`src/rtl/dcc_pkg.sv`:
```
package dcc_pkg;
  // Register bus geometry
  localparam int unsigned ADDR_W = 3;
  localparam int unsigned DATA_W = 8;
  // Register offsets
  localparam logic [2:0] OFS_CTRL = 3'h0;
  localparam logic [2:0] OFS_FLAG = 3'h1;
  localparam logic [2:0] OFS_ENA  = 3'h2;
  localparam logic [2:0] OFS_IRQC = 3'h3;
  localparam logic [2:0] OFS_DIR  = 3'h4;
  // Control register fields
  localparam int unsigned BIT_B_RES  = 7;
  localparam int unsigned BIT_A_RES  = 6;
  localparam int unsigned BIT_B_INV  = 5;
  localparam int unsigned BIT_A_INV  = 4;
  localparam int unsigned BIT_SWITCH = 3;
  localparam int unsigned MODE_W     = 3;
  localparam int unsigned CTRL_RW_W  = 6;
  // Flag, enable and direction fields
  localparam int unsigned BIT_FLAG  = 6;
  localparam int unsigned BIT_ENA   = 6;
  localparam int unsigned BIT_GIE   = 7;
  localparam int unsigned BIT_PERIPHERAL_IRQ_EN  = 6;
  localparam int unsigned BIT_DIR_A = 4;
  localparam int unsigned BIT_DIR_B = 5;
  // Reset values
  localparam logic [5:0] CTRL_RST = 6'h07;
  localparam logic       FLAG_RST = 1'b0;
  localparam logic       ENA_RST  = 1'b0;
  localparam logic [1:0] IRQC_RST = 2'h0;
  localparam logic [1:0] DIR_RST  = 2'h3;
  // Mode encodings
  localparam logic [2:0] MODE_QUAD_VREF = 3'h6;
  localparam logic [2:0] MODE_OFF       = 3'h7;
  // Mode table feature bits, four per mode
  localparam int unsigned FEAT_W     = 4;
  localparam int unsigned FEAT_A_ON  = 0;
  localparam int unsigned FEAT_B_ON  = 1;
  localparam int unsigned FEAT_PIN   = 2;
  localparam logic [31:0] MODE_TABLE_DEF = 32'h03733373;
  // Analog pin indexes for the negative inputs
  localparam logic [1:0] NEG_A_DEF = 2'h0;
  localparam logic [1:0] NEG_B_DEF = 2'h1;
  localparam logic [1:0] NEG_A_ALT = 2'h3;
  localparam logic [1:0] NEG_B_ALT = 2'h2;
endpackage

```
`src/rtl/dcc_top.sv`:
```
// Operation
// RULE_01: Three-bit mode field in control bits 2-0 selects one of eight setups.
// RULE_02: Bit 7 shows comparator B result, inverted when its invert bit is set.
// RULE_03: Bit 6 shows comparator A result, inverted when its invert bit is set.
// RULE_04: Bits 5 and 4 invert B and A on result bits and pins.
// RULE_05: In mode 110 the switch bit picks negative input pins 3/2 or 0/1.
// RULE_06: Internal reference feeds both positive inputs only in mode 110.
// RULE_07: Raw comparator output is high when positive input exceeds negative input.
// RULE_08: Result bits are read-only; writes leave them alone.
// RULE_09: Pin output mode drives pins from comparators unsynchronised through a mux.
// RULE_10: Direction bits still act as output enables for both comparator pins.
// RULE_11: Change flag sets whenever either comparator output changes.
// RULE_12: Software clears the flag by writing 0 and may set it by writing 1.
// RULE_13: Interrupt needs all three enables; flag still sets without them.
// RULE_14: Mismatch against last latched value keeps setting flag until control access.
// RULE_15: A change coinciding with a control read may fail to set the flag.
// RULE_16: Comparators run during sleep; enabled change interrupt wakes the device.
// RULE_17: Mode 111 turns both comparators off.
// RULE_18: Waking from sleep leaves the control register unchanged.
// RULE_19: Reset loads zeros in bits 7-3 and ones in the mode field.
// RULE_20: Software should mask the change interrupt while changing the mode.
// RULE_21: Routing of other modes comes from a parameter table; 110 and 111 fixed. The code takes power and pin output for 110 from the table.
//
// The plain strobed port and the placing of the registers were left to the implementer.
`timescale 1ns/1ps
module dcc_top
  import dcc_pkg::*;
#(
  parameter logic [31:0] MODE_TABLE = MODE_TABLE_DEF
) (
  input  wire logic              clock_i,
  input  wire logic              rst_n_i,
  input  wire logic [ADDR_W-1:0] addr_i,
  input  wire logic [DATA_W-1:0] wdata_i,
  input  wire logic              wr_i,
  input  wire logic              rd_i,
  output logic      [DATA_W-1:0] rdata_o,
  input  wire logic              cmp_a_raw_i,
  input  wire logic              cmp_b_raw_i,
  output logic                   cmp_a_pwr_o,
  output logic                   cmp_b_pwr_o,
  output logic                   pos_vref_o,
  output logic      [1:0]        cmp_a_neg_sel_o,
  output logic      [1:0]        cmp_b_neg_sel_o,
  input  wire logic              pin_a_latch_i,
  input  wire logic              pin_b_latch_i,
  output logic                   cmp_a_out_pin_o,
  output logic                   cmp_a_out_pin_oe_o,
  output logic                   cmp_b_out_pin_o,
  output logic                   cmp_b_out_pin_oe_o,
  input  wire logic              sleep_i,
  output logic                   irq_o,
  output logic                   wake_o
);

  // Software state
  logic [5:0]        ctrl_q;
  logic [5:0]        ctrl_d;
  logic              flag_q;
  logic              flag_d;
  logic              ena_q;
  logic              ena_d;
  logic [1:0]        irqc_q;
  logic [1:0]        irqc_d;
  logic [1:0]        dir_q;
  logic [1:0]        dir_d;
  logic [DATA_W-1:0] rdata_q;
  logic [DATA_W-1:0] rdata_d;
  // Comparator result tracking, bit 0 is A and bit 1 is B
  logic [1:0]        sync1_q;
  logic [1:0]        sync2_q;
  logic [1:0]        sync3_q;
  logic [1:0]        live_q;
  logic [1:0]        live_d;
  logic [1:0]        seen_q;
  logic [1:0]        seen_d;

  // Address decode
  wire sel_ctrl = (addr_i == OFS_CTRL);
  wire sel_flag = (addr_i == OFS_FLAG);
  wire sel_ena  = (addr_i == OFS_ENA);
  wire sel_irqc = (addr_i == OFS_IRQC);
  wire sel_dir  = (addr_i == OFS_DIR);
  wire wr_ctrl  = wr_i && sel_ctrl;
  wire wr_flag  = wr_i && sel_flag;
  wire ctrl_acc = (wr_i || rd_i) && sel_ctrl;

  // RULE_01: mode field and control bits
  wire [MODE_W-1:0] mode     = ctrl_q[MODE_W-1:0];
  wire              inv_a    = ctrl_q[BIT_A_INV];
  wire              inv_b    = ctrl_q[BIT_B_INV];
  wire              in_swap  = ctrl_q[BIT_SWITCH];
  wire              is_quad  = (mode == MODE_QUAD_VREF);
  wire              is_off   = (mode == MODE_OFF);

  // RULE_21: mode table lookup
  wire [FEAT_W-1:0] feat_raw = MODE_TABLE[{mode, 2'b00} +: FEAT_W];
  // RULE_17: mode 111 forces off
  wire [FEAT_W-1:0] feat     = is_off ? '0 : feat_raw;
  wire              pwr_a    = feat[FEAT_A_ON];
  wire              pwr_b    = feat[FEAT_B_ON];
  wire              pin_en   = feat[FEAT_PIN];

  // Analog routing
  assign cmp_a_pwr_o = pwr_a;
  assign cmp_b_pwr_o = pwr_b;
  // RULE_06: reference on positive inputs
  assign pos_vref_o = is_quad;
  // RULE_05: negative input switch
  assign cmp_a_neg_sel_o = (is_quad && in_swap) ? NEG_A_ALT : NEG_A_DEF;
  assign cmp_b_neg_sel_o = (is_quad && in_swap) ? NEG_B_ALT : NEG_B_DEF;

  // RULE_07: raw high means positive above negative; off reads low
  wire raw_a = cmp_a_raw_i && pwr_a;
  wire raw_b = cmp_b_raw_i && pwr_b;
  // RULE_04: polarity on the unsynchronised pin path
  wire pin_val_a = raw_a ^ inv_a;
  wire pin_val_b = raw_b ^ inv_b;

  // RULE_09: pins take comparator outputs straight through the mux
  assign cmp_a_out_pin_o = pin_en ? pin_val_a : pin_a_latch_i;
  assign cmp_b_out_pin_o = pin_en ? pin_val_b : pin_b_latch_i;
  // RULE_10: direction bits stay output enables, clear bit drives
  assign cmp_a_out_pin_oe_o = ~dir_q[0];
  assign cmp_b_out_pin_oe_o = ~dir_q[1];

  // Synchroniser for the register side, three stages
  always_ff @(posedge clock_i) begin
    if (!rst_n_i) begin
      sync1_q <= 2'h0;
      sync2_q <= 2'h0;
      sync3_q <= 2'h0;
    end else begin
      sync1_q <= {cmp_b_raw_i, cmp_a_raw_i};
      sync2_q <= sync1_q;
      sync3_q <= sync2_q;
    end
  end

  // Accept a level once stages two and three agree
  genvar gi;
  generate
    for (gi = 0; gi < 2; gi++) begin : g_live
      assign live_d[gi] = (sync2_q[gi] == sync3_q[gi]) ? sync3_q[gi] : live_q[gi];
    end
  endgenerate

  // RULE_02: B result with its polarity
  wire res_b = (live_q[1] && pwr_b) ^ inv_b;
  // RULE_03: A result with its polarity
  wire res_a = (live_q[0] && pwr_a) ^ inv_a;
  wire [1:0] res = {res_b, res_a};

  // RULE_14: mismatch against the value latched at the last access
  wire mismatch = (res != seen_q);
  assign seen_d = ctrl_acc ? res : seen_q;
  // RULE_15: a change in the access cycle is absorbed by the latch
  wire flag_set = mismatch && !ctrl_acc;

  // RULE_11: hardware set wins over software clear
  // RULE_12: software writes 0 to clear, 1 to set
  assign flag_d = flag_set || (wr_flag ? wdata_i[BIT_FLAG] : flag_q);

  // RULE_08: only the low six bits are writable
  assign ctrl_d = wr_ctrl ? wdata_i[CTRL_RW_W-1:0] : ctrl_q;
  assign ena_d  = (wr_i && sel_ena) ? wdata_i[BIT_ENA] : ena_q;
  assign irqc_d = (wr_i && sel_irqc) ? {wdata_i[BIT_GIE], wdata_i[BIT_PERIPHERAL_IRQ_EN]} : irqc_q;
  assign dir_d  = (wr_i && sel_dir) ? {wdata_i[BIT_DIR_B], wdata_i[BIT_DIR_A]} : dir_q;

  // Read multiplexer, unmapped reads return zero
  wire [DATA_W-1:0] rd_ctrl = {res_b, res_a, ctrl_q};
  wire [DATA_W-1:0] rd_flag = {1'b0, flag_q, 6'h00};
  wire [DATA_W-1:0] rd_ena  = {1'b0, ena_q, 6'h00};
  wire [DATA_W-1:0] rd_irqc = {irqc_q, 6'h00};
  wire [DATA_W-1:0] rd_dir  = {2'h0, dir_q, 4'h0};
  wire [DATA_W-1:0] rd_mux  = sel_ctrl ? rd_ctrl :
                              sel_flag ? rd_flag :
                              sel_ena  ? rd_ena  :
                              sel_irqc ? rd_irqc :
                              sel_dir  ? rd_dir  : '0;
  // Read data stands for one cycle only
  assign rdata_d = rd_i ? rd_mux : '0;
  assign rdata_o = rdata_q;

  // RULE_13: request only with all three enables
  assign irq_o = flag_q && ena_q && irqc_q[1] && irqc_q[0];
  // RULE_16: enabled change interrupt wakes a sleeping device
  assign wake_o = sleep_i && flag_q && ena_q;

  // RULE_19: reset state turns comparators off
  // RULE_18: sleep has no path into the registers
  always_ff @(posedge clock_i) begin
    if (!rst_n_i) begin
      ctrl_q  <= CTRL_RST;
      flag_q  <= FLAG_RST;
      ena_q   <= ENA_RST;
      irqc_q  <= IRQC_RST;
      dir_q   <= DIR_RST;
      rdata_q <= '0;
      live_q  <= 2'h0;
      seen_q  <= 2'h0;
    end else begin
      ctrl_q  <= ctrl_d;
      flag_q  <= flag_d;
      ena_q   <= ena_d;
      irqc_q  <= irqc_d;
      dir_q   <= dir_d;
      rdata_q <= rdata_d;
      live_q  <= live_d;
      seen_q  <= seen_d;
    end
  end

  // Checks on the mode field
  a_mode_write_lands: assert property ( // RULE_01
    @(posedge clock_i) disable iff (!rst_n_i)
    wr_ctrl |=> (mode == $past(wdata_i[MODE_W-1:0]))
  ) else $error("mode field did not take written value");

  a_off_mode_dark: assert property ( // RULE_17
    @(posedge clock_i) disable iff (!rst_n_i)
    is_off |-> (!cmp_a_pwr_o && !cmp_b_pwr_o && !pos_vref_o)
  ) else $error("comparators powered in off mode");

  a_reset_leaves_off: assert property ( // RULE_19
    @(posedge clock_i) disable iff (!rst_n_i)
    $rose(rst_n_i) |-> (ctrl_q == CTRL_RST && !flag_q && !res_a && !res_b)
  ) else $error("reset state of control register wrong");

  // Checks on result bits and polarity
  a_b_result_read: assert property ( // RULE_02
    @(posedge clock_i) disable iff (!rst_n_i)
    (rd_i && sel_ctrl) |=>
      (rdata_o[BIT_B_RES] == (($past(live_q[1]) && $past(pwr_b)) ^ $past(inv_b)))
  ) else $error("B result bit has wrong sense");

  a_a_result_read: assert property ( // RULE_03
    @(posedge clock_i) disable iff (!rst_n_i)
    (rd_i && sel_ctrl) |=>
      (rdata_o[BIT_A_RES] == (($past(live_q[0]) && $past(pwr_a)) ^ $past(inv_a)))
  ) else $error("A result bit has wrong sense");

  a_pin_polarity: assert property ( // RULE_04
    @(posedge clock_i) disable iff (!rst_n_i)
    pin_en |-> (cmp_b_out_pin_o == ((cmp_b_raw_i && pwr_b) != inv_b))
  ) else $error("B pin polarity wrong");

  a_results_readonly: assert property ( // RULE_08
    @(posedge clock_i) disable iff (!rst_n_i)
    (wr_ctrl && wdata_i[CTRL_RW_W-1:0] == ctrl_q && live_d == live_q) |=> $stable(res)
  ) else $error("write changed result bits");

  // Checks on routing
  a_switch_route: assert property ( // RULE_05
    @(posedge clock_i) disable iff (!rst_n_i)
    (is_quad && in_swap) |-> (cmp_a_neg_sel_o == NEG_A_ALT && cmp_b_neg_sel_o == NEG_B_ALT)
  ) else $error("negative inputs not switched");

  a_vref_only_quad: assert property ( // RULE_06
    @(posedge clock_i) disable iff (!rst_n_i)
    pos_vref_o |-> (ctrl_q[MODE_W-1:0] == MODE_QUAD_VREF)
  ) else $error("reference routed outside mode 110");

  a_dir_enable: assert property ( // RULE_10
    @(posedge clock_i) disable iff (!rst_n_i)
    (wr_i && sel_dir) |=> (cmp_a_out_pin_oe_o == !$past(wdata_i[BIT_DIR_A]))
  ) else $error("direction bit not acting as enable");

  // Checks on the change flag
  a_flag_on_change: assert property ( // RULE_11
    @(posedge clock_i) disable iff (!rst_n_i)
    (mismatch && !ctrl_acc) |=> flag_q
  ) else $error("output change did not set flag");

  a_flag_sw_clear: assert property ( // RULE_12
    @(posedge clock_i) disable iff (!rst_n_i)
    (wr_flag && !wdata_i[BIT_FLAG] && !flag_set) |=> !flag_q
  ) else $error("flag not cleared by writing 0");

  a_irq_gating: assert property ( // RULE_13
    @(posedge clock_i) disable iff (!rst_n_i)
    (flag_q && !(ena_q && irqc_q[1] && irqc_q[0])) |-> !irq_o
  ) else $error("interrupt raised while disabled");

  a_access_ends: assert property ( // RULE_14
    @(posedge clock_i) disable iff (!rst_n_i)
    ctrl_acc |=> (seen_q == $past(res))
  ) else $error("control access did not latch outputs");

  a_wake_sleep: assert property ( // RULE_16
    @(posedge clock_i) disable iff (!rst_n_i)
    (sleep_i && flag_q && ena_q) |-> wake_o
  ) else $error("enabled change did not wake device");

  // Further checks on pins and routing
  a_a_pin_polarity: assert property ( // RULE_04
    @(posedge clock_i) disable iff (!rst_n_i)
    pin_en |-> (cmp_a_out_pin_o == ((cmp_a_raw_i && pwr_a) != inv_a))
  ) else $error("A pin polarity wrong");

  a_invert_bits_land: assert property ( // RULE_04
    @(posedge clock_i) disable iff (!rst_n_i)
    wr_ctrl |=> (inv_b == $past(wdata_i[BIT_B_INV]) && inv_a == $past(wdata_i[BIT_A_INV]))
  ) else $error("invert bits did not take written value");

  a_pin_latch_path: assert property ( // RULE_09
    @(posedge clock_i) disable iff (!rst_n_i)
    !pin_en |-> (cmp_a_out_pin_o == pin_a_latch_i && cmp_b_out_pin_o == pin_b_latch_i)
  ) else $error("pins not on port latches outside pin mode");

  a_b_dir_enable: assert property ( // RULE_10
    @(posedge clock_i) disable iff (!rst_n_i)
    (wr_i && sel_dir) |=> (cmp_b_out_pin_oe_o == !$past(wdata_i[BIT_DIR_B]))
  ) else $error("B direction bit not acting as enable");

  a_default_route: assert property ( // RULE_05
    @(posedge clock_i) disable iff (!rst_n_i)
    !(is_quad && in_swap) |-> (cmp_a_neg_sel_o == NEG_A_DEF && cmp_b_neg_sel_o == NEG_B_DEF)
  ) else $error("negative inputs switched outside mode 110");

  a_quad_powered: assert property ( // RULE_06
    @(posedge clock_i) disable iff (!rst_n_i)
    is_quad |-> (cmp_a_pwr_o && cmp_b_pwr_o && pos_vref_o)
  ) else $error("mode 110 lacks comparators or reference");

  a_unpowered_reads: assert property ( // RULE_07
    @(posedge clock_i) disable iff (!rst_n_i)
    (!cmp_a_pwr_o && rd_i && sel_ctrl) |=> (rdata_o[BIT_A_RES] == $past(inv_a))
  ) else $error("unpowered A result not low before inversion");

  a_off_results_low: assert property ( // RULE_17
    @(posedge clock_i) disable iff (!rst_n_i)
    (is_off && !inv_a && !inv_b) |-> (!res_a && !res_b)
  ) else $error("results high in off mode");

  // Further checks on the flag and requests
  a_flag_sticky: assert property ( // RULE_11
    @(posedge clock_i) disable iff (!rst_n_i)
    (flag_q && !wr_flag) |=> flag_q
  ) else $error("flag dropped without a clear");

  a_flag_sw_set: assert property ( // RULE_12
    @(posedge clock_i) disable iff (!rst_n_i)
    (wr_flag && wdata_i[BIT_FLAG]) |=> flag_q
  ) else $error("flag not set by writing 1");

  a_irq_all_enables: assert property ( // RULE_13
    @(posedge clock_i) disable iff (!rst_n_i)
    (flag_q && ena_q && irqc_q[1] && irqc_q[0]) |-> irq_o
  ) else $error("interrupt missing with all enables set");

  a_set_beats_clear: assert property ( // RULE_14
    @(posedge clock_i) disable iff (!rst_n_i)
    (flag_set && wr_flag && !wdata_i[BIT_FLAG]) |=> flag_q
  ) else $error("pending mismatch lost to a clear");

  a_access_no_set: assert property ( // RULE_15
    @(posedge clock_i) disable iff (!rst_n_i)
    (ctrl_acc && !flag_q && !wr_flag) |=> !flag_q
  ) else $error("flag set in a control access cycle");

  a_wake_needs_sleep: assert property ( // RULE_16
    @(posedge clock_i) disable iff (!rst_n_i)
    !sleep_i |-> !wake_o
  ) else $error("wake raised while awake");

  a_sleep_keeps_ctrl: assert property ( // RULE_18
    @(posedge clock_i) disable iff (!rst_n_i)
    !wr_ctrl |=> $stable(ctrl_q)
  ) else $error("control register changed without a write");

  a_reset_regs: assert property ( // RULE_19
    @(posedge clock_i) disable iff (!rst_n_i)
    $rose(rst_n_i) |-> (!ena_q && irqc_q == IRQC_RST && dir_q == DIR_RST && rdata_o == '0)
  ) else $error("reset state of enables or direction wrong");

endmodule

```
`config.mk`:
```
export PLATFORM = sky130hd
export DESIGN_NAME = dcc_top
export DESIGN_NICKNAME = d
export VERILOG_FILES = /design/src/rtl/dcc_pkg.sv /design/src/rtl/dcc_top.sv
export SDC_FILE = /design/constraint.sdc
export NUM_CORES = 1
export LEC_CHECK = 0
export BUFFER_PORTS_ARGS = -buffer_cell sky130_fd_sc_hd__buf_2
export CORE_ASPECT_RATIO = 0.7
export CORE_MARGIN = 3
export CORE_UTILIZATION = 49
export CTS_CLUSTER_DIAMETER = 30
export DETAILED_ROUTE_END_ITERATION = 8
export GPL_TIMING_DRIVEN = 0
export HOLD_SLACK_MARGIN = 0.02
export PLACE_DENSITY = 0.77
export SLEW_MARGIN = 20
export SYNTH_ARGS = -nofsm -noshare
export SYNTH_HDL_FRONTEND = slang
export SYNTH_SLANG_ARGS = --single-unit
```
`constraint.sdc`:
```
create_clock -name clock_i -period 2 [get_ports clock_i]
set_clock_uncertainty 0.05 [all_clocks]
set_input_delay 0.2 -clock clock_i [delete_from_list [all_inputs] [get_ports clock_i]]
set_output_delay 0.2 -clock clock_i [all_outputs]
set_load 0.02 [all_outputs]
```
==> flow_metrics.env, run 1 <==
export IMPL_synthesis_yosys_warnings=0
export IMPL_clock_insertion_delay_worst_skew_ps=280
export IMPL_setup_total_negative_slack_ps=0
export IMPL_worst_setup_path_type="reg -> out"
export IMPL_run_status="finished clean"
export IMPL_critPathMaxFanout=5
export IMPL_postRouteWirelength_um=2785
export IMPL_fmaxAchievable_mhz=646.5
export IMPL_clkSlewWorstSetupHoldPaths_ps=60
export IMPL_final_critical_path_setup_slack_ps=453.2
export IMPL_drt_pre_antenna_iters=4
export IMPL_postSynthRegisterBits=30
export IMPL_post_synth_inst_count=138
export IMPL_drive_above_1_share=0.2935
export IMPL_final_min_clock_period_ps=1547
export IMPL_r2r_slack_ps=500
export IMPL_grt_pass1_wl_um=4719
export IMPL_synth_enable_flop_cells=0
export IMPL_final_hold_worst_slack_ps=82.08
export IMPL_die_height_um=48.85
export IMPL_core_area_um2=2312
export IMPL_ant_nets=0
export IMPL_routed_via_density=4.995
export IMPL_maxSlewHeadroom=0.7004
export IMPL_synth_simple_gate_area_share=0.2502
export IMPL_cts_made_buffers=5
export IMPL_yosys_area_share_xor_xnor=0.04090
export IMPL_numPlacedInstances=209
export IMPL_grt_setup_unrepaired="false"
export IMPL_static_leakage_power_nw=0.7245
export IMPL_grt_antenna_before_repair=0
export IMPL_cap_viol_max_count=0
export IMPL_detail_route_drc_violations=0
export IMPL_groute_usage_overall=0.1935
export IMPL_final_fill_count=203
export IMPL_maxSlewViolCount=0
export IMPL_timing_hold_violations_final=0
export IMPL_pre_cts_ws_ps=521.4
export IMPL_total_power_mw=1.189
export IMPL_cts_root_buffer_cell="sky130_fd_sc_hd__clkbuf_8"
export IMPL_cp_slowest_stage_delay_ps=400
export IMPL_timing_final_setup_violations=0
export IMPL_ys_dominant_reg_cell="sky130_fd_sc_hd__dfxtp_1"
export IMPL_wl_per_cell_um=12.89
export IMPL_dr_total_vias=1079
export IMPL_timing_hold_worst_class="in -> reg"
export IMPL_cts_resized=0
export IMPL_finish_net_count=204
export IMPL_synth_async_reset_ratio=0
export IMPL_clock_sinks=30
export IMPL_ctsLongestPathBuffers=2
export IMPL_min_period_over_period=0.7734
export IMPL_antenna_cells=0
export IMPL_pwr_per_cell_area_nw_per_um2=745.0
export IMPL_io_buffer_count=39
export IMPL_grt_max_degree=11
export IMPL_cell_by_cell_trace_of_the_critical_path="nand2_1 -> nor2_1 -> nand2_1 -> inv_1 -> buf_4 -> buf_2"
export IMPL_stdcell_count=216
export IMPL_initial_core_util=0.5557
export IMPL_synthAdderAreaFrac=0
export IMPL_place_detailed_hpwl_um=2140
export IMPL_synth_area_mux_share=0.1013
export IMPL_post_cts_hold_buffer_count=0
export IMPL_htreeDepth=2
export IMPL_crit_arrival_ps=1300
export IMPL_placed_area_um2=1520
export IMPL_layout_cell_area_non_filler_um2=1597
export IMPL_synth_seq_area_share=0.4674
export IMPL_worst_slew_pin_transition_ps=448.4
export IMPL_setup_worst_path_start_class="flip-flop"
export IMPL_critical_path_endpoint_type="output port"
export IMPL_post_synth_cell_area_avg_um2=9.311
export IMPL_globalRouteOverflowTotal=0
export IMPL_die_area_um2=3283
export IMPL_ys_types=37
export IMPL_critical_path_slowest_cell="sky130_fd_sc_hd__dfxtp_1"
export IMPL_post_route_core_utilization=0.6905
export IMPL_drt_initial_drc_count=24
export IMPL_main_combinational_cell_family_by_area_after_synthesis="simple AND/OR/NAND/NOR gates"
export IMPL_pin_count=41
export IMPL_grt_pass1_vias=1016
export IMPL_synth_compound_area_frac=0.08958
export IMPL_horizontal_die_dimension_um=67.21
export IMPL_rows=14
export IMPL_flow_area_growth_from_synthesis_pct=24.25
export IMPL_place_congestion=0.7722
export IMPL_critPathRequiredTime_ps=1750
export IMPL_worst_path_most_repeated_cell="sky130_fd_sc_hd__nand2_1"
export IMPL_synth_fp_nets=158
export IMPL_netlist_area_pre_place_um2=1285
export IMPL_tritoncts="done"
export IMPL_post_cts_setup_buffers=0
export IMPL_max_vdd_ir_drop_mv=0.5590
-- registers in the layout (all words and copies together) (netlist names) --
signal,count
sync1_q,2
sync3_q,2
rdata_o,8
live_q,2
seen_q,2
dir_q,2
flag_q,1
ctrl_q,6
ena_q,1
sync2_q,2
irqc_q,2
-- synthesized netlist by cell type (2+ instances only) --
cell type | n | share of area
sky130_fd_sc_hd__nor3_1 | 3 | 0.012
sky130_fd_sc_hd__nor4_1 | 2 | 0.0097
sky130_fd_sc_hd__nor3b_1 | 3 | 0.018
sky130_fd_sc_hd__o21ai_0 | 5 | 0.019
sky130_fd_sc_hd__nand3_1 | 2 | 0.0078
sky130_fd_sc_hd__clkbuf_1 | 2 | 0.0058
sky130_fd_sc_hd__and2_1 | 10 | 0.049
sky130_fd_sc_hd__inv_1 | 5 | 0.015
sky130_fd_sc_hd__nand2b_1 | 2 | 0.0097
sky130_fd_sc_hd__dfxtp_1 | 30 | 0.47
sky130_fd_sc_hd__nor2_1 | 12 | 0.035
sky130_fd_sc_hd__a21oi_1 | 2 | 0.0078
sky130_fd_sc_hd__o211ai_1 | 2 | 0.012
sky130_fd_sc_hd__mux2i_1 | 13 | 0.10
sky130_fd_sc_hd__xnor2_1 | 6 | 0.041
sky130_fd_sc_hd__nand2_1 | 15 | 0.044
sky130_fd_sc_hd__buf_4 | 4 | 0.023
-- power by group --
group	leakage (nW)	total [mW]	switching (mW)	internal [mW]
Clock	0.0383	0.441	0.202	0.238
Sequential	0.244	0.626	0.0114	0.615
Combinational	0.442	0.123	0.0688	0.0538
Total	0.725	1.19	0.283	0.907
-- critical path, delay by kind of cell, from the launching register on --
kind / cells / cell delay, ps
buffers and inverters: 3 / 330
flip-flops: 1 / 400
AND/OR/NAND/NOR: 3 / 290
-- layout make-up --
cell class | instances | area [µm²] | area share
timing repair buffer | 39 | 195.2 | 0.1223
multi-input combinational | 95 | 619.3 | 0.3879
clock buffer | 7 | 76.32 | 0.04781
buffer | 7 | 42.54 | 0.02665
tap | 32 | 40.04 | 0.02508
inverter | 6 | 22.52 | 0.01411
sequential | 30 | 600.6 | 0.3762
-- layout by cell type, fill, tap and decap left out, types with 3 or more instances in the layout --
cell type,count
sky130_fd_sc_hd__o21ai_0,5
sky130_fd_sc_hd__clkbuf_1,4
sky130_fd_sc_hd__inv_1,5
sky130_fd_sc_hd__dfxtp_1,30
sky130_fd_sc_hd__nor2_1,12
sky130_fd_sc_hd__mux2i_1,13
sky130_fd_sc_hd__nor3_1,3
sky130_fd_sc_hd__xnor2_1,6
sky130_fd_sc_hd__buf_2,40
sky130_fd_sc_hd__clkbuf_8,5
sky130_fd_sc_hd__nand2_1,15
sky130_fd_sc_hd__nor3b_1,3
sky130_fd_sc_hd__buf_4,4
sky130_fd_sc_hd__and2_1,10
-- layer usage --
| layer | GRT usage | routed length (µm) | vias up |
|---|---|---|---|
| met1 | 0.2546 | 1297 | 487 |
| met3 | 0.09677 | 249 | 3 |
| met5 | 0 | 0 | - |
| li1 | - | - | 554 |
| met2 | 0.2790 | 1209 | 35 |
| met4 | 0.05051 | 29 | 0 |
-- logic make-up after synthesis --
family | Yosys count
AO/OA/AOI/OAI | 17
flip-flops | 30
XOR/XNOR | 6
AND/OR/NAND/NOR | 59
multiplexers | 13
buffers and inverters | 13
-- final timing paths --
| check | start | depth (start not counted) | to |
|---|---|---|---|
| worst max-delay path | ctrl_q[1]$_SDFFE_PN1P_ | 6 | cmp_b_neg_sel_o[1] |
| worst min-delay path | wdata_i[2] | 3 | ctrl_q[2]$_SDFFE_PN1P_ |
| worst max register to register | ctrl_q[1]$_SDFFE_PN1P_ | 4 | rdata_o[7]$_SDFF_PN0_ |
| worst min register to register | sync1_q[0]$_SDFF_PN0_ | 1 | sync2_q[0]$_SDFF_PN0_ |
Power figures use the tool's default switching activity.
==> run 2: changes to the inputs <==
CORE_UTILIZATION = 44   (was 49)
PLACE_DENSITY = 0.73   (was 0.77)
clock period = 1.3 ns   (was 2 ns; I/O delays follow)
==> flow_metrics.env, run 2 (same netlist as run 1, synthesis figures left out) <==
export IMPL_crit_reg2reg_capture="rdata_o[7]$_SDFF_PN0_"
export IMPL_layout_commonest_cell="sky130_fd_sc_hd__buf_2"
export IMPL_largest_register_ff_count=8
export IMPL_fmaxAchievable_mhz=687.1
export IMPL_pre_cts_ws_ps=-151.3
export IMPL_core_area_um2=2609
export IMPL_wl_per_cell_um=13.62
export IMPL_layout_common_cells="34 x sky130_fd_sc_hd__buf_2, 25 x sky130_fd_sc_hd__dfxtp_1, 14 x sky130_fd_sc_hd__nand2_1"
export IMPL_initial_core_util=0.4926
export IMPL_dr_total_vias=1141
export IMPL_tritoncts="done"
export IMPL_die_height_um=51.22
export IMPL_cts_root_buffer_cell="sky130_fd_sc_hd__clkbuf_8"
export IMPL_pwr_per_cell_area_nw_per_um2=1127
export IMPL_grt_antenna_before_repair=0
export IMPL_horizontal_die_dimension_um=70.59
export IMPL_ant_nets=0
export IMPL_numPlacedInstances=211
export IMPL_min_period_over_period=1.119
export IMPL_final_min_clock_period_ps=1455
export IMPL_groute_usage_overall=0.1837
export IMPL_drive_above_1_share=0.3670
export IMPL_crit_arrival_ps=1610
export IMPL_postRouteWirelength_um=3024
export IMPL_stdcell_count=222
export IMPL_worst_r2r_path_depth=4
export IMPL_critical_path_endpoint_type="flip-flop"
export IMPL_timing_hold_worst_start="wdata_i[2]"
export IMPL_holdPathEnd="ctrl_q[2]$_SDFFE_PN1P_"
export IMPL_finish_net_count=207
export IMPL_die_area_um2=3615
export IMPL_critPathRequiredTime_ps=1460
export IMPL_maxSlewHeadroom=0.6376
export IMPL_rr_startpoint="ctrl_q[1]$_SDFFE_PN1P_"
export IMPL_worstHoldPathCells=3
export IMPL_worst_setup_path_type="reg -> reg"
export IMPL_cts_made_buffers=5
export IMPL_globalRouteOverflowTotal=0
export IMPL_worst_slew_pin_transition_ps=542.4
export IMPL_r2r_slack_ps=-160
export IMPL_drt_pre_antenna_iters=4
export IMPL_io_buffer_count=39
export IMPL_critPathMaxFanout=5
export IMPL_clock_insertion_delay_worst_skew_ps=280
export IMPL_setup_worst_path_start_class="flip-flop"
export IMPL_clock_sinks=30
export IMPL_ctsLongestPathBuffers=2
export IMPL_total_power_mw=1.927
export IMPL_final_hold_worst_slack_ps=26.05
export IMPL_place_congestion=0.8252
export IMPL_rows=15
export IMPL_cap_viol_max_count=0
export IMPL_violated_checks="setup timing"
export IMPL_drt_initial_drc_count=70
export IMPL_max_vdd_ir_drop_mv=0.8249
export IMPL_timing_final_setup_violations=9
export IMPL_static_leakage_power_nw=0.7583
export IMPL_timing_hold_worst_class="in -> reg"
export IMPL_place_detailed_hpwl_um=2189
export IMPL_final_critical_path_setup_slack_ps=-155.3
export IMPL_htreeDepth=2
export IMPL_routed_via_density=5.140
export IMPL_post_route_core_utilization=0.6552
export IMPL_flow_area_growth_from_synthesis_pct=33.01
export IMPL_antenna_cells=0
export IMPL_grt_max_degree=11
export IMPL_clkSlewWorstSetupHoldPaths_ps=60
export IMPL_maxSlewViolCount=0
export IMPL_grt_setup_unrepaired="true"
export IMPL_detail_route_drc_violations=0
export IMPL_grt_pass1_wl_um=5085
export IMPL_grt_pass1_vias=1122
export IMPL_run_status="complete, but fails checks"
export IMPL_timing_hold_violations_final=0
export IMPL_pin_count=41
==> run 2: worst max-delay path, cell delays in order, from the launching register on <==
cell                       delay (ps)
sky130_fd_sc_hd__dfxtp_2          340
sky130_fd_sc_hd__and3_4           180
sky130_fd_sc_hd__or3_4            330
sky130_fd_sc_hd__a211o_1          300
sky130_fd_sc_hd__a211oi_2         180
==> run 2: how the worst max path moves through the flow <==
stage / end / slack [ps] / startpoint
floorplan: rdata_o[7]$_SDFF_PN0_ / -50 / ctrl_q[2]$_SDFFE_PN1P_
global placement: rdata_o[7]$_SDFF_PN0_ / -130 / ctrl_q[1]$_SDFFE_PN1P_
detailed placement: rdata_o[7]$_SDFF_PN0_ / -150 / ctrl_q[1]$_SDFFE_PN1P_
CTS: rdata_o[7]$_SDFF_PN0_ / -150 / ctrl_q[1]$_SDFFE_PN1P_
global route: rdata_o[7]$_SDFF_PN0_ / -210 / ctrl_q[1]$_SDFFE_PN1P_
finish: rdata_o[7]$_SDFF_PN0_ / -160 / ctrl_q[1]$_SDFFE_PN1P_
==> run 2: routing by layer <==
metal  vias up  track usage  part of all wire
met4         0      0.08438             0.021
li1        570            -                 -
met3         6      0.06090             0.070
met5         -            0                 0
met2        39       0.2780              0.44
met1       526       0.2380              0.47
==> run 2: timing repair <==
action	CTS	global route
resized for setup	21	4
endpoints found under the setup margin	11	12
hold endpoints to repair	1	0
hold buffers	1	0
pin swaps	5	1
setup buffers	2	0
==> run 2: layout make-up <==
class	instances	area, µm²
sequential	30	609.3
timing repair buffer	42	254.0
multi-input combinational	95	639.4
tap	34	42.54
buffer	7	50.05
clock inverter	1	5.005
inverter	6	22.52
fill	230	899.6
clock buffer	7	86.33
==> run 2: metrics by stage <==
step	area [µm²]	setup TNS [ps]
2_1_floorplan	1290	-48.28
3_3_place_gp	1528	-162.2
3_5_place_dp	1528	-300.1
4_1_cts	1699	-632.0
5_1_grt	1709	-1319
6_report	1709	-468.9
==> run 2: power breakdown <==
| group | switching (mW) | internal (mW) |
|---|---|---|
| clock network | 0.338 | 0.426 |
| registers | 0.0187 | 0.944 |
| logic | 0.111 | 0.0888 |
| total | 0.468 | 1.46 |
==> run 3: changes to the inputs <==
SKIP_LAST_GASP = 1   (was not set)
==> flow_metrics.env, run 3 (same netlist as run 1, synthesis figures left out) <==
export IMPL_drive_above_1_share=0.3617
export IMPL_critPathRequiredTime_ps=1460
export IMPL_max_vdd_ir_drop_mv=0.8297
export IMPL_grt_pass1_vias=1122
export IMPL_final_hold_worst_slack_ps=25.75
export IMPL_place_congestion=0.8252
export IMPL_clkSlewWorstSetupHoldPaths_ps=60
export IMPL_timing_final_setup_violations=9
export IMPL_clock_insertion_delay_worst_skew_ps=280
export IMPL_run_status="complete, but fails checks"
export IMPL_io_buffer_count=39
export IMPL_pin_count=41
export IMPL_groute_usage_overall=0.1837
export IMPL_layout_cell_area_non_filler_um2=1708
export IMPL_timing_hold_violations_final=0
export IMPL_cap_viol_max_count=0
export IMPL_crit_arrival_ps=1610
export IMPL_detail_route_drc_violations=0
export IMPL_placed_area_um2=1528
export IMPL_pwr_per_cell_area_nw_per_um2=1129
export IMPL_grt_setup_unrepaired="true"
export IMPL_post_route_core_utilization=0.6547
export IMPL_horizontal_die_dimension_um=70.59
export IMPL_postRouteWirelength_um=3041
export IMPL_stdcell_count=222
export IMPL_final_min_clock_period_ps=1452
export IMPL_min_period_over_period=1.117
export IMPL_grt_antenna_before_repair=0
export IMPL_core_area_um2=2609
export IMPL_tritoncts="done"
export IMPL_total_power_mw=1.929
export IMPL_finish_net_count=207
export IMPL_critPathMaxFanout=5
export IMPL_rows=15
export IMPL_dr_total_vias=1129
export IMPL_wl_per_cell_um=13.70
export IMPL_final_critical_path_setup_slack_ps=-152.3
export IMPL_ant_nets=0
export IMPL_maxSlewHeadroom=0.6342
export IMPL_setup_total_negative_slack_ps=-533.8
export IMPL_routed_via_density=5.086
export IMPL_die_height_um=51.22
export IMPL_antenna_cells=0
export IMPL_timing_hold_worst_class="in -> reg"
export IMPL_place_detailed_hpwl_um=2189
export IMPL_grt_max_degree=11
export IMPL_cts_root_buffer_cell="sky130_fd_sc_hd__clkbuf_8"
export IMPL_globalRouteOverflowTotal=0
export IMPL_static_leakage_power_nw=0.7579
export IMPL_pre_cts_ws_ps=-151.3
export IMPL_worst_slew_pin_transition_ps=547.5
export IMPL_cts_made_buffers=5
export IMPL_worst_setup_path_type="reg -> reg"
export IMPL_initial_core_util=0.4926
export IMPL_violated_checks="setup timing"
export IMPL_htreeDepth=2
export IMPL_fmaxAchievable_mhz=688.6
export IMPL_maxSlewViolCount=0
export IMPL_grt_pass1_wl_um=5085
export IMPL_layout_commonest_cell="sky130_fd_sc_hd__buf_2"
export IMPL_setup_worst_path_start_class="flip-flop"
export IMPL_numPlacedInstances=211
export IMPL_critical_path_endpoint_type="flip-flop"
export IMPL_drt_pre_antenna_iters=4
export IMPL_die_area_um2=3615
export IMPL_layout_common_cells="34 x sky130_fd_sc_hd__buf_2, 26 x sky130_fd_sc_hd__dfxtp_1, 14 x sky130_fd_sc_hd__nand2_1"
export IMPL_ctsLongestPathBuffers=2
export IMPL_drt_initial_drc_count=71
export IMPL_flow_area_growth_from_synthesis_pct=32.91
export IMPL_largest_register_ff_count=8
export IMPL_clock_sinks=30
## run 3: cell count changes in the layout (fill, tap and decap cells not counted)
| cell | previous run | this run |
|---|---|---|
| sky130_fd_sc_hd__o21ai_1 | 3 | 2 |
| sky130_fd_sc_hd__o21ai_0 | 3 | 4 |
| sky130_fd_sc_hd__dfxtp_2 | 4 | 3 |
| sky130_fd_sc_hd__dfxtp_1 | 25 | 26 |
## run 3: repair_timing
item | in CTS | in global routing
pin swaps | 4 | 1
resized for setup | 21 | 2
hold endpoints to repair | 1 | 0
hold buffers | 1 | 0
buffers inserted | 2 | 0
gates cloned | 0 | 0
endpoints found under the setup margin | 11 | 12
## run 3: critical path, cell delays in order, from the launching register on
cell	delay (ps)
sky130_fd_sc_hd__dfxtp_2	340
sky130_fd_sc_hd__and3_4	180
sky130_fd_sc_hd__or3_4	330
sky130_fd_sc_hd__a211o_1	300
sky130_fd_sc_hd__a211oi_2	180
## run 3: final cells by class
| class | instances | area [µm²] |
|---|---|---|
| buffer | 7 | 50.05 |
| clock buffer | 7 | 86.33 |
| clock inverter | 1 | 5.005 |
| fill | 230 | 900.9 |
| inverter | 6 | 22.52 |
| multi-input combinational | 95 | 639.4 |
| sequential | 30 | 608.1 |
| tap | 34 | 42.54 |
| timing repair buffer | 42 | 254.0 |
## run 3: final timing paths
path / start / to / slack [ps] / cells after the start
max: ctrl_q[1]$_SDFFE_PN1P_ / rdata_o[7]$_SDFF_PN0_ / -150 / 4
min: wdata_i[2] / ctrl_q[2]$_SDFFE_PN1P_ / 30 / 3
max reg2reg: ctrl_q[1]$_SDFFE_PN1P_ / rdata_o[7]$_SDFF_PN0_ / -150 / 4
min reg2reg: sync1_q[1]$_SDFF_PN0_ / sync2_q[1]$_SDFF_PN0_ / 390 / 1
## run 3: layer usage
| layer | vias up | part of all wire | track usage |
|---|---|---|---|
| met5 | - | 0 | 0 |
| met4 | 0 | 0.020 | 0.08438 |
| met3 | 6 | 0.074 | 0.06090 |
| met2 | 36 | 0.44 | 0.2780 |
| met1 | 517 | 0.46 | 0.2380 |
| li1 | 570 | - | - |
## run 3: power by group
group	total [mW]	switching [mW]	internal, mW
clock network	0.766	0.340	0.426
registers	0.963	0.0187	0.944
logic	0.200	0.111	0.0886
total	1.93	0.470	1.46
